`src/uvr_defs.svh`:
```
// request encodings, link codes and field positions for the vendor host
`ifndef UVR_DEFS_SVH
`define UVR_DEFS_SVH

// setup request type and request code bytes
`define UVR_RT_MEM_WR   8'h40
`define UVR_RQ_MEM_WR   8'h03
`define UVR_RT_MEM_RD   8'hC0
`define UVR_RQ_MEM_RD   8'h04
`define UVR_RT_SWAP     8'h41
`define UVR_RQ_SWAP     8'h90

// upper nibble of the value low byte for port swap and secondary hub
`define UVR_VAL_SWAP_HI 4'h3
`define UVR_VAL_SEC_HI  4'h5

// legal downstream port codes
`define UVR_PORT_MIN    4'h1
`define UVR_PORT_MAX    4'h4

// index of the last setup byte (eight bytes per setup packet)
`define UVR_SETUP_LAST  3'h7

// setup byte positions of the value, index and length fields
`define UVR_POS_VAL_LO  3'h2
`define UVR_POS_IDX_LO  3'h4
`define UVR_POS_LEN_LO  3'h6

// answer codes on the receive side of the link
`define UVR_RX_DATA     2'h0
`define UVR_RX_ZLP      2'h1
`define UVR_RX_ACK      2'h2
`define UVR_RX_STALL    2'h3

`endif

```
`src/uvr_pkg.sv`:
```
// types shared by the vendor request host, its bench and the device model
package uvr_pkg;

    // kind of control transfer the user asks for
    typedef enum logic [1:0] {
        UVR_MEM_WRITE,
        UVR_MEM_READ,
        UVR_PORT_SWAP,
        UVR_SEC_HUB
    } uvr_cmd_type;

    // packet kind placed on the transmit side of the link
    typedef enum logic [1:0] {
        UVR_TX_SETUP,
        UVR_TX_OUT,
        UVR_TX_IN
    } uvr_tx_type;

    // transfer sequencer states
    typedef enum logic [3:0] {
        ST_IDLE,
        ST_SETUP,
        ST_SETUP_ACK,
        ST_WR_DATA,
        ST_WR_ACK,
        ST_RD_TOKEN,
        ST_RD_DATA,
        ST_STAT_IN,
        ST_STAT_OUT,
        ST_STAT_WAIT
    } uvr_state_type;

endpackage

```
`src/uvr_buf_if.sv`:
```
// fill and drain handshake bundle between the host and its read buffer
`timescale 1ns/1ns

interface uvr_buf_if #(parameter int W = 8);
    logic         fill_valid;
    logic         fill_ready;
    logic [W-1:0] fill_data;
    logic         drain_valid;
    logic         drain_ready;
    logic [W-1:0] drain_data;

    modport ctl (
        output fill_valid, fill_data, drain_ready,
        input  fill_ready, drain_valid, drain_data
    );
    modport store (
        input  fill_valid, fill_data, drain_ready,
        output fill_ready, drain_valid, drain_data
    );
endinterface

```
`src/uvr_read_buffer.sv`:
```
// small ring buffer holding read bytes until the user takes them
`timescale 1ns/1ns

module uvr_read_buffer #(
    parameter int W     = 8,
    parameter int DEPTH = 2
) (
    input  logic   clk_in,
    input  logic   reset_in,
    input  logic   ce_in,
    uvr_buf_if.store bif
);
    localparam int AW = (DEPTH > 1) ? $clog2(DEPTH) : 1;
    localparam logic [AW:0] FULL = DEPTH[AW:0];

    // ==========================================================
    // parameter checks
    generate
        if (DEPTH < 2 || (DEPTH & (DEPTH - 1)) != 0) begin : g_bad_depth
            $error("buffer depth must be a power of two, at least 2");
        end
    endgenerate

    logic [W-1:0]  mem_ff [DEPTH];
    logic [AW-1:0] wr_ptr_ff;
    logic [AW-1:0] rd_ptr_ff;
    logic [AW:0]   count_ff;
    logic          push;
    logic          pop;

    // ==========================================================
    // handshakes, gated by the clock enable so nothing is lost
    assign bif.fill_ready  = ce_in && (count_ff != FULL);
    assign bif.drain_valid = (count_ff != '0);
    assign bif.drain_data  = mem_ff[rd_ptr_ff];
    assign push            = bif.fill_valid && bif.fill_ready;
    assign pop             = ce_in && bif.drain_valid && bif.drain_ready;

    // storage array, written on push
    always_ff @(posedge clk_in) begin
        if (ce_in && push) begin
            mem_ff[wr_ptr_ff] <= bif.fill_data;
        end
    end

    // pointers and fill count
    always_ff @(posedge clk_in) begin
        if (reset_in) begin
            wr_ptr_ff <= '0;
            rd_ptr_ff <= '0;
            count_ff  <= '0;
        end else if (ce_in) begin
            if (push) begin
                wr_ptr_ff <= wr_ptr_ff + 1'b1;
            end
            if (pop) begin
                rd_ptr_ff <= rd_ptr_ff + 1'b1;
            end
            if (push && !pop) begin
                count_ff <= count_ff + 1'b1;
            end else if (pop && !push) begin
                count_ff <= count_ff - 1'b1;
            end
        end
    end
endmodule // uvr_read_buffer

```
`src/uvr_vendor_host.sv`:
```
// host side sequencer for vendor control requests to the feature controller
`timescale 1ns/1ns
`include "uvr_defs.svh"

module uvr_vendor_host
    import uvr_pkg::*;
#(
    parameter int ADDR_W    = 32,
    parameter int BUF_DEPTH = 2
) (
    input  logic        clk_in,
    input  logic        reset_in,
    input  logic        ce_in,
    input  logic        cmd_valid_in,
    output logic        cmd_ready_out,
    input  uvr_cmd_type cmd_kind_in,
    input  logic [31:0] cmd_addr_in,
    input  logic [15:0] cmd_len_in,
    input  logic [3:0]  cmd_port_in,
    input  logic        wr_valid_in,
    output logic        wr_ready_out,
    input  logic [7:0]  wr_byte_in,
    output logic        rd_valid_out,
    input  logic        rd_ready_in,
    output logic [7:0]  rd_byte_out,
    output logic        done_out,
    output logic        error_out,
    output logic [3:0]  swap_port_out,
    output logic [3:0]  sec_port_out,
    output logic        tx_valid_out,
    output uvr_tx_type  tx_kind_out,
    output logic [7:0]  tx_byte_out,
    output logic        tx_last_out,
    input  logic        rx_valid_in,
    input  logic [1:0]  rx_code_in,
    input  logic [7:0]  rx_byte_in
);
    // ==========================================================
    // parameter checks
    generate
        if (ADDR_W != 32) begin : g_bad_addr
            $error("target address width must be 32");
        end
    endgenerate

    uvr_state_type state_ff, nxt_state;
    uvr_cmd_type   kind_ff;
    logic [31:0]   addr_ff;
    logic [15:0]   len_ff;
    logic [15:0]   cnt_ff;
    logic [3:0]    port_ff;
    logic [2:0]    idx_ff;
    logic          rx_valid_s1_ff, rx_valid_s2_ff;
    logic [1:0]    rx_code_s1_ff, rx_code_s2_ff;
    logic [7:0]    rx_byte_s1_ff, rx_byte_s2_ff;
    logic          cmd_take, port_bad, go, wr_take, tok_rd;
    logic          rx_ack, rx_stall, rx_zlp, rx_data;
    logic          fail, finish;

    uvr_buf_if #(.W(8)) bif ();

    // ==========================================================
    // helper functions
    function automatic logic is_mem(input uvr_cmd_type k);
        return (k == UVR_MEM_WRITE) || (k == UVR_MEM_READ);
    endfunction

    function automatic logic port_ok(input logic [3:0] p);
        return (p >= `UVR_PORT_MIN) && (p <= `UVR_PORT_MAX);
    endfunction

    // setup packet byte i, words sent low byte first
    function automatic logic [7:0] setup_byte(input uvr_cmd_type k,
        input logic [2:0] i, input logic [31:0] a,
        input logic [15:0] l, input logic [3:0] p);
        logic [7:0]  rt;
        logic [7:0]  rq;
        logic [15:0] wv;
        logic [15:0] wi;
        logic [15:0] wl;
        rt = (k == UVR_MEM_WRITE) ? `UVR_RT_MEM_WR :
             (k == UVR_MEM_READ)  ? `UVR_RT_MEM_RD : `UVR_RT_SWAP;
        rq = (k == UVR_MEM_WRITE) ? `UVR_RQ_MEM_WR :
             (k == UVR_MEM_READ)  ? `UVR_RQ_MEM_RD : `UVR_RQ_SWAP;
        wv = is_mem(k) ? a[15:0] : {8'h00, (k == UVR_PORT_SWAP) ?
             `UVR_VAL_SWAP_HI : `UVR_VAL_SEC_HI, p};
        wi = is_mem(k) ? a[31:16] : 16'h0000;
        wl = is_mem(k) ? l : 16'h0000;
        case (i)
            3'h0: return rt;
            3'h1: return rq;
            3'h2: return wv[7:0];
            3'h3: return wv[15:8];
            3'h4: return wi[7:0];
            3'h5: return wi[15:8];
            3'h6: return wl[7:0];
            default: return wl[15:8];
        endcase
    endfunction

    // ==========================================================
    // two-stage capture of the link answer
    always_ff @(posedge clk_in) begin
        if (reset_in) begin
            rx_valid_s1_ff <= 1'b0;
            rx_valid_s2_ff <= 1'b0;
            rx_code_s1_ff  <= 2'h0;
            rx_code_s2_ff  <= 2'h0;
            rx_byte_s1_ff  <= 8'h00;
            rx_byte_s2_ff  <= 8'h00;
        end else if (ce_in) begin
            rx_valid_s1_ff <= rx_valid_in;
            rx_code_s1_ff  <= rx_code_in;
            rx_byte_s1_ff  <= rx_byte_in;
            rx_valid_s2_ff <= rx_valid_s1_ff;
            rx_code_s2_ff  <= rx_code_s1_ff;
            rx_byte_s2_ff  <= rx_byte_s1_ff;
        end
    end

    // answer decode
    assign rx_ack   = rx_valid_s2_ff && (rx_code_s2_ff == `UVR_RX_ACK);
    assign rx_stall = rx_valid_s2_ff && (rx_code_s2_ff == `UVR_RX_STALL);
    assign rx_zlp   = rx_valid_s2_ff && (rx_code_s2_ff == `UVR_RX_ZLP);
    assign rx_data  = rx_valid_s2_ff && (rx_code_s2_ff == `UVR_RX_DATA);

    // ==========================================================
    // user handshakes
    assign cmd_ready_out = ce_in && (state_ff == ST_IDLE);
    assign cmd_take      = cmd_ready_out && cmd_valid_in;
    assign port_bad = !is_mem(cmd_kind_in) && !port_ok(cmd_port_in);
    assign go       = cmd_take && !port_bad;
    assign wr_ready_out = ce_in && (state_ff == ST_WR_DATA);
    assign wr_take      = wr_ready_out && wr_valid_in;
    // one IN token per byte, only with buffer room
    assign tok_rd       = (state_ff == ST_RD_TOKEN) && bif.fill_ready;

    // read bytes into the buffer, user drains it
    assign bif.fill_valid  = ce_in && (state_ff == ST_RD_DATA) && rx_data;
    assign bif.fill_data   = rx_byte_s2_ff;
    assign bif.drain_ready = rd_ready_in;
    assign rd_valid_out    = bif.drain_valid;
    assign rd_byte_out     = bif.drain_data;

    uvr_read_buffer #(.W(8), .DEPTH(BUF_DEPTH)) u_buf (
        .clk_in   (clk_in),
        .reset_in (reset_in),
        .ce_in    (ce_in),
        .bif      (bif)
    );

    // completion and failure events
    assign fail = (cmd_take && port_bad)
        || (rx_stall && (state_ff == ST_SETUP_ACK || state_ff == ST_WR_ACK
            || state_ff == ST_RD_DATA || state_ff == ST_STAT_WAIT))
        || (rx_zlp && state_ff == ST_RD_DATA);
    assign finish = (state_ff == ST_STAT_WAIT) && rx_zlp;

    // ==========================================================
    // transfer sequencer next state
    always_comb begin
        nxt_state = state_ff;
        case (state_ff)
            ST_IDLE: begin
                if (go) begin
                    nxt_state = ST_SETUP;
                end
            end
            ST_SETUP: begin
                if (idx_ff == `UVR_SETUP_LAST) begin
                    nxt_state = ST_SETUP_ACK;
                end
            end
            ST_SETUP_ACK: begin
                if (rx_stall) begin
                    nxt_state = ST_IDLE;
                end else if (rx_ack) begin
                    // no data stage for swap requests
                    if (kind_ff == UVR_MEM_WRITE) begin
                        nxt_state = (len_ff == 16'h0000) ? ST_STAT_IN
                                                         : ST_WR_DATA;
                    end else if (kind_ff == UVR_MEM_READ) begin
                        nxt_state = (len_ff == 16'h0000) ? ST_STAT_OUT
                                                         : ST_RD_TOKEN;
                    end else begin
                        nxt_state = ST_STAT_IN;
                    end
                end
            end
            ST_WR_DATA: begin
                if (wr_take && cnt_ff == 16'h0001) begin
                    nxt_state = ST_WR_ACK;
                end
            end
            ST_WR_ACK: begin
                if (rx_stall) begin
                    nxt_state = ST_IDLE;
                end else if (rx_ack) begin
                    nxt_state = ST_STAT_IN;
                end
            end
            ST_RD_TOKEN: begin
                if (tok_rd) begin
                    nxt_state = ST_RD_DATA;
                end
            end
            ST_RD_DATA: begin
                if (rx_stall || rx_zlp) begin
                    nxt_state = ST_IDLE;
                end else if (rx_data) begin
                    // OUT status after the last byte
                    nxt_state = (cnt_ff == 16'h0001) ? ST_STAT_OUT
                                                     : ST_RD_TOKEN;
                end
            end
            ST_STAT_IN:  nxt_state = ST_STAT_WAIT;
            ST_STAT_OUT: nxt_state = ST_STAT_WAIT;
            ST_STAT_WAIT: begin
                if (rx_stall || rx_zlp) begin
                    nxt_state = ST_IDLE;
                end
            end
            default: nxt_state = ST_IDLE;
        endcase
    end

    // state, setup index and byte count
    always_ff @(posedge clk_in) begin
        if (reset_in) begin
            state_ff <= ST_IDLE;
            idx_ff   <= 3'h0;
            cnt_ff   <= 16'h0000;
        end else if (ce_in) begin
            state_ff <= nxt_state;
            if (go) begin
                idx_ff <= 3'h0;
                cnt_ff <= cmd_len_in;
            end else if (state_ff == ST_SETUP) begin
                idx_ff <= idx_ff + 3'h1;
            end else if (wr_take || bif.fill_valid) begin
                // count down bytes of the data stage
                cnt_ff <= cnt_ff - 16'h0001;
            end
        end
    end

    // captured request
    always_ff @(posedge clk_in) begin
        if (reset_in) begin
            kind_ff <= UVR_MEM_WRITE;
            addr_ff <= 32'h0000_0000;
            len_ff  <= 16'h0000;
            port_ff <= 4'h0;
        end else if (ce_in && go) begin
            kind_ff <= cmd_kind_in;
            addr_ff <= cmd_addr_in;
            len_ff  <= cmd_len_in;
            port_ff <= cmd_port_in;
        end
    end

    // link carries endpoint 0 traffic only
    always_ff @(posedge clk_in) begin
        if (reset_in) begin
            tx_valid_out <= 1'b0;
            tx_kind_out  <= UVR_TX_SETUP;
            tx_byte_out  <= 8'h00;
            tx_last_out  <= 1'b0;
        end else if (ce_in) begin
            tx_valid_out <= (state_ff == ST_SETUP) || wr_take || tok_rd
                || (state_ff == ST_STAT_IN) || (state_ff == ST_STAT_OUT);
            tx_byte_out  <= 8'h00;
            tx_last_out  <= 1'b1;
            tx_kind_out  <= UVR_TX_IN;
            if (state_ff == ST_SETUP) begin
                tx_kind_out <= UVR_TX_SETUP;
                tx_byte_out <= setup_byte(kind_ff, idx_ff, addr_ff,
                                          len_ff, port_ff);
                tx_last_out <= (idx_ff == `UVR_SETUP_LAST);
            end else if (state_ff == ST_WR_DATA) begin
                tx_kind_out <= UVR_TX_OUT;
                tx_byte_out <= wr_byte_in;
                tx_last_out <= (cnt_ff == 16'h0001);
            end else if (state_ff == ST_STAT_OUT) begin
                tx_kind_out <= UVR_TX_OUT;
            end
        end
    end

    // completion report
    always_ff @(posedge clk_in) begin
        if (reset_in) begin
            done_out  <= 1'b0;
            error_out <= 1'b0;
        end else if (ce_in) begin
            done_out  <= fail || finish;
            error_out <= fail;
        end
    end

    always_ff @(posedge clk_in) begin
        if (reset_in) begin
            swap_port_out <= 4'h0;
            sec_port_out  <= 4'h0;
        end else if (ce_in && finish) begin
            if (kind_ff == UVR_PORT_SWAP) begin
                swap_port_out <= port_ff;
            end
            if (kind_ff == UVR_SEC_HUB) begin
                sec_port_out <= port_ff;
            end
        end
    end

    function automatic logic at_setup(input logic [2:0] i);
        return (state_ff == ST_SETUP) && (idx_ff == i);
    endfunction
endmodule // uvr_vendor_host

```
`config.mk`:
```
export PLATFORM = sky130hd
export DESIGN_NAME = uvr_vendor_host
export DESIGN_NICKNAME = d
export VERILOG_FILES = /design/src/uvr_pkg.sv /design/src/uvr_buf_if.sv /design/src/uvr_read_buffer.sv /design/src/uvr_vendor_host.sv
export VERILOG_INCLUDE_DIRS = /design/src /design/src/src
export SDC_FILE = /design/constraint.sdc
export NUM_CORES = 1
export LEC_CHECK = 0
export BUFFER_PORTS_ARGS = -buffer_cell sky130_fd_sc_hd__buf_2
export CAP_MARGIN = 20
export CORE_MARGIN = 1.5
export CORE_UTILIZATION = 40
export DETAILED_ROUTE_END_ITERATION = 12
export PLACE_DENSITY = 0.63
export SYNTH_ARGS = -nofsm -noshare
export SYNTH_HDL_FRONTEND = slang
export SYNTH_SLANG_ARGS = --single-unit
```
`constraint.sdc`:
```
create_clock -name clk_in -period 5.3 [get_ports clk_in]
set_clock_uncertainty 0.15 [all_clocks]
set_input_delay 0 -clock clk_in [delete_from_list [all_inputs] [get_ports clk_in]]
set_output_delay 0 -clock clk_in [all_outputs]
set_load 0.005 [all_outputs]
```
======== Word-level counts from Yosys, hierarchy flattened ========
Memories as Yosys holds them, arrays and structs flattened. A register that Yosys moved wholly into a read port is not among the register bits.
Index checks and enable logic that the tools add are counted.
word-level totals
  memories ................................ 1
  bits in registers ....................... 125
  input port bits ......................... 79
  word-level logic and storage cells ...... 177
  output and inout port bits .............. 33
  bits in writable memories ............... 16
operators by class
  multiplexer cells ....................... 44
  equal/unequal tests ..................... 34
  order comparisons ....................... 2
  add/subtract/negate cells ............... 6
  reductions and logical operators ........ 66
memory list
  memory        depth  bits a word  rd ports  clocked after memory_dff  write ports  line                   RTL
  u_buf.mem_ff  2      8            1         1                         1            uvr_read_buffer.sv:24  logic [W-1:0] mem_ff [DEPTH];
operator list
  kind                                                                   number
  16-bit two-way mux                                                     6
  4-bit two-way mux                                                      15
  8-bit one-hot mux with 7 select lines                                  1
  8-bit two-way mux                                                      6
  4-bit one-hot mux with 9 select lines                                  1
  1-bit logical AND                                                      28
  16-bit by 1-bit == test with 1-bit output (second input constant)      1
  4-bit by 3-bit == test with 1-bit output (second input constant)       4
  16-bit logical NOT                                                     1
  16-bit by 1-bit subtractor with 16-bit output (second input constant)  1
  1-bit logical OR                                                       14
  3-bit == test (second input constant)                                  4
  3-bit two-way mux                                                      4
  2-bit AND reduction                                                    6
  2-bit two-way mux                                                      5
  2-bit inequality test (second input constant)                          5
  9-bit AND reduction                                                    1
  2-bit == test (second input constant)                                  4
  4-bit by 2-bit == test with 1-bit output (second input constant)       2
  4-bit == test (second input constant)                                  2
  2-bit nonzero test                                                     4
  2-bit by 1-bit == test with 1-bit output (second input constant)       3
  3-bit by 2-bit == test with 1-bit output (second input constant)       2
  2-bit logical NOT                                                      3
  17 further kinds                                                       29

======== Depth between registers and ports, before layout ========
  depth after elaboration ................. 8
  mapped depth ............................ 11

======== Hierarchy ========
From an unflattened synthesis, not the netlist that was laid out.
unflattened totals
  cells, all modules ...................... 735
  area, all modules ....................... 6367.4 um^2
modules (own cells, without submodules)
  module           cells each  area each (um^2)  sequential area each (um^2)  times used
  uvr_vendor_host  683         5535.3            2422.3                       1
  uvr_read_buffer  52          832.0             580.6                        1

======== Worst setup path before layout ========
Ideal clock, no wire load.
  kind .................................... reg-to-reg
  from .................................... reg idx_ff[2]
  to ...................................... reg tx_byte_out[0]
  stages on the path, launching flop included .. 10
  setup slack ............................. 2937 ps
  data arrival time ....................... 2143 ps
  setup time .............................. 70 ps
  required time ........................... 5080 ps
  path buffers ............................ 2
  cell sequence ........................... dfxtp_1 clkbuf_1 inv_1 ha_1 clkbuf_1 nor4_2 a21oi_1 a221oi_1 o21ai_0 a21oi_1
on the way
  word-level cells in the longest chain between the ends .. 3
RTL lines
  item                                     line                    RTL
  from (decl)                              uvr_vendor_host.sv:52   logic [2:0] idx_ff;
  from (signal assigned)                   uvr_vendor_host.sv:239  idx_ff <= idx_ff + 3'h1;
  3-bit == test (tied with other cells)    uvr_vendor_host.sv:89   case (i)
  8-bit one-hot mux with 7 select lines *  uvr_vendor_host.sv:89
  8-bit two-way mux *                      uvr_vendor_host.sv:275  if (state_ff == ST_SETUP) begin
  to (signal assigned)                     uvr_vendor_host.sv:277  tx_byte_out <= setup_byte(kind_ff, idx_ff, addr_ff,
  to (signal assigned)                     uvr_vendor_host.sv:282  tx_byte_out <= wr_byte_in;
  to (decl)                                uvr_vendor_host.sv:32   output logic [7:0] tx_byte_out,
Mark *: on every way between the ends. The rest lies on a longest branch, timed or not.
A chain may end at the register's enable or synchronous reset.

======== Worst setup path after layout ========
  from .................................... reg state_ff[0]
  to ...................................... reg port_ff[3]
on the way
  word-level cells in the longest chain between the ends .. 5
RTL lines
  item                    line                    RTL
  from (decl)             uvr_vendor_host.sv:46   uvr_state_type state_ff, nxt_state;
  from (signal assigned)  uvr_vendor_host.sv:234  state_ff <= nxt_state;
  4-bit logical NOT       uvr_vendor_host.sv:129  assign cmd_ready_out = ce_in && (state_ff == ST_IDLE);
  1-bit logical AND       uvr_vendor_host.sv:129
  1-bit logical AND       uvr_vendor_host.sv:130  assign cmd_take = cmd_ready_out && cmd_valid_in;
  1-bit logical AND       uvr_vendor_host.sv:132  assign go = cmd_take && !port_bad;
  1-bit logical AND       uvr_vendor_host.sv:254  end else if (ce_in && go) begin
  to (signal assigned)    uvr_vendor_host.sv:258  port_ff <= cmd_port_in;
  to (decl)               uvr_vendor_host.sv:51   logic [3:0] port_ff;
Every way passes these cells.

==> results by group <==
Drt
  • Initial DRC Count: 483
  • Routed vias: 5,994
  • Routed wire length: 18.05 mm
  • Residual DRC count: 0
  • Routed Antenna Nets: 0
  • Router iterations before antenna repair: 9
  • Via density: 5.212
  • Post-DR wirelength/cell: 15.69 µm

Pwr
  • Overall Power: 2.557 mW
  • Peak VDD IR: 0.0002238 V
  • Switching Power: 0.6854 mW
  • Internal power: 1.872 mW
  • Switching share of total power: 26.80%
  • LEAKAGE: 3.365 nW
  • Pwr/cell area: 300.7 nW/µm²
  • Clock Power Share: 44.7%
  • Combinational share of power: 10.0%
  • Flop pwr share: 45.3%

STA
  • Tightest Pin Transition: 1.074 ns
  • Final setup fails: 0
  • Slew HR: 28.37%
  • Final Hold Fails: 0
  • Period utilisation layout: 57.65%
  • F_max: 0.3273 GHz
  • Setup TNS: 0 ns
  • Max-slew violation count: 0
  • Crit path time final: 3.056 ns
  • Hold WS: 0.1088 ns
  • Unrepaired setup endpoints after global routing: no

Critical path
  • CP Max Fanout: 44
  • Startpoint Class: flip-flop
  • Slack of the worst reg-to-reg path: 2.24 ns
  • Slowest cell on crit path: or2_2
  • Crit. End Element: flip-flop
  • Cell family with most CP delay: simple AND/OR/NAND/NOR gates
  • FF-to-FF path depth: 6
  • Slowest stage delay, CP: 0.67 ns
  • Buf/Inv on CP: 1
  • CP Class: reg2reg
  • FF-to-FF End: port_ff[3]$_SDFFE_PP0P_
  • CP arrival: 3.17 ns
  • CP cell instances: nor3_1 -> nand3_1 -> or2_2 -> a22oi_1 -> dlygate4sd3_1 -> nor2_1
  • Start of the worst register-to-register path: state_ff[0]$_SDFFE_PP0P_
  • Worst EP required: 5.42 ns

Global route
  • Global route hottest layer: met2
  • Vias in the first global route: 5,591
  • GRT met3 Usage: 4.797%
  • Largest net degree at the start of global routing: 105
  • Grt met2 use: 33.78%
  • Total gr overflow: 0
  • Grt met1 use: 28.55%
  • Total GRT Usage: 21.69%
  • Antenna violations before repair: 0
  • First-pass GRT wire length: 28.45 mm

Min path
  • Hold path start: wr_valid_in
  • WHS Endpoint: state_ff[0]$_SDFFE_PP0P_
  • Min-Delay Path Class: in2reg
  • Hold Path Depth: 5

Placed design
  • DP HPWL: 11.99 mm
  • GPL Wtd Cong: 0.8836
  • PortBufs: 111
  • Cells after DPL: 1,036

Clock network
  • Post-cts resize count: 0
  • CTS tree: done
  • H-tree levels: 4
  • Worst-path clk slew: 0.06 ns
  • Clock sinks: 142
  • Clk_lat worst skew: 0.42 ns
  • CTS max path bufs: 2
  • TritonCTS Buffers: 17
  • Root buffer cell: clkbuf_16

Die
  • Die width: 130.2 µm
  • # IOs: 112
  • Initial core utilization: 40.90%
  • Number of cell rows: 46
  • CORE AREA: 15,830 µm²
  • Die Y: 130.2 µm
  • Die ar.: 16,960 µm²

Outcome
  • Status: complete, no violations

Synth
  • Synth Register Bits: 142
  • Synth Area per Inst: 8.518 µm²
  • Yosys Warn Count: 0
  • EDFF count, synth: 16
  • Ys async rst share: 0%
  • Mapped Cells: 760
  • Synth Flop Type: dfxtp_1
  • Sequential element share of the synthesized area: 46.39%
  • Synthesized area: 6474 µm²
  • Synth unique cells: 69
  • Synthesized Nets: 848

Finish
  • Final Util: 53.72%
  • Most frequent cells in the layout: nand2_1 (148), dfxtp_1 (126), buf_2 (110)
  • Non-filler cells, final: 1,150
  • Area grow syn2layout: 31.33%
  • Layout cells sized above 1: 18.20%
  • Most common cell after layout, fill and taps aside: nand2_1
  • Fill count: 1,477
  • Nets: 1,009
  • Ant diodes: 0

Job
  • Maximum capacitance violations: 0
==> registers in the layout, indices dropped and copies added, names as in the netlist, 4 cells and up, named ones only <==
signal,count
port_ff,4
sec_port_out,4
swap_port_out,4
tx_byte_out,8
state_ff,4
u_buf.mem_ff,16
rx_byte_s1_ff,8
cnt_ff,16
len_ff,16
addr_ff,32
bif.fill_data,8
==> power groups by stage <==
stage          logic, mW  registers, mW  clock network, mW
6_report           0.255           1.16               1.14
5_1_grt            0.283           1.16               1.21
4_1_cts            0.251           1.16               1.17
3_5_place_dp       0.205           1.18                  0
3_3_place_gp       0.203           1.18                  0
2_1_floorplan      0.140           1.17                  0
==> logic make-up (layout without fill, tap and decap cells) <==
logic type / count (synthesis) / count (layout) / synth area share [%]
mux: 40 / 40 / 6.359
simple gates: 308 / 308 / 21.49
flops: 142 / 142 / 46.39
fa+ha+maj: 9 / 9 / 1.739
xor+xnor: 14 / 14 / 1.894
buf+inv: 65 / 239 / 4.213
compound gates: 182 / 182 / 17.92
==> worst register-to-register path: cells and delay by family, from the launching register on <==
family / cells / cell delay (ns)
buffers and inverters: 1 / 0.58
flip-flops: 1 / 0.48
AO/OA/AOI/OAI: 1 / 0.30
AND/OR/NAND/NOR: 4 / 1.40
==> worst max-delay path by stage <==
stage / slack (ns) / startpoint / endpoint / cells after the start
floorplan: 2.94 / idx_ff[2]$_SDFFE_PP0P_ / tx_byte_out[0]$_SDFFE_PP0P_ / 9
global placement: 2.37 / idx_ff[2]$_SDFFE_PP0P_ / tx_byte_out[3]$_SDFFE_PP0P_ / 7
detailed placement: 2.43 / idx_ff[2]$_SDFFE_PP0P_ / tx_byte_out[3]$_SDFFE_PP0P_ / 7
CTS: 1.99 / state_ff[0]$_SDFFE_PP0P_ / cnt_ff[12]$_SDFFE_PP0P_ / 6
global route: 1.98 / idx_ff[2]$_SDFFE_PP0P_ / tx_byte_out[0]$_SDFFE_PP0P_ / 7
finish: 2.24 / state_ff[0]$_SDFFE_PP0P_ / port_ff[3]$_SDFFE_PP0P_ / 6
==> cells in the mapped netlist (all sizes together), types with 11 or more instances <==
cell type  count  area [µm²]
nand2        148       555.5
dfxtp        126        2522
a21oi         92       460.4
nor2          79       299.0
clkbuf        38       142.6
mux2i         31       310.3
o21ai         19       95.09
buf           16       88.83
edfxtp        16       480.5
nor3          13       65.06
a211oi        12       95.09
inv           11       41.29
nand3         11       55.05
==> cell type report <==
class	instances	area, µm²	share of cell area [%]
tap	216	270.3	3.179
timing repair buffer	196	1411	16.60
inverter	11	41.29	0.4857
multi-input combinational	553	3206	37.70
clock buffer	17	425.4	5.004
sequential	142	3003	35.32
clock inverter	15	145.1	1.707
==> per-layer routing <==
layer / vias up / wire, µm / share of wire (%)
met4: 0 / 468 / 2.6
met5: - / 0 / 0
met2: 183 / 8442 / 47
li1: 3007 / - / -
met1: 2767 / 8322 / 46
met3: 37 / 816 / 4.5
==> repair_timing <==
| item | CTS | global route |
|---|---|---|
| endpoints found under the setup margin | 0 | 0 |
| hold endpoints to repair | 102 | 0 |
| buffers inserted | 0 | 0 |
| hold buffers | 81 | 0 |
==> stage by stage <==
stage               area [µm²]  setup slack, ns
floorplan                 6474            2.937
finish                    8502            2.244
CTS                       8482            1.992
global route              8502            1.985
global placement          7101            2.373
detailed placement        7101            2.426
(Power assumes the default switching activity.)
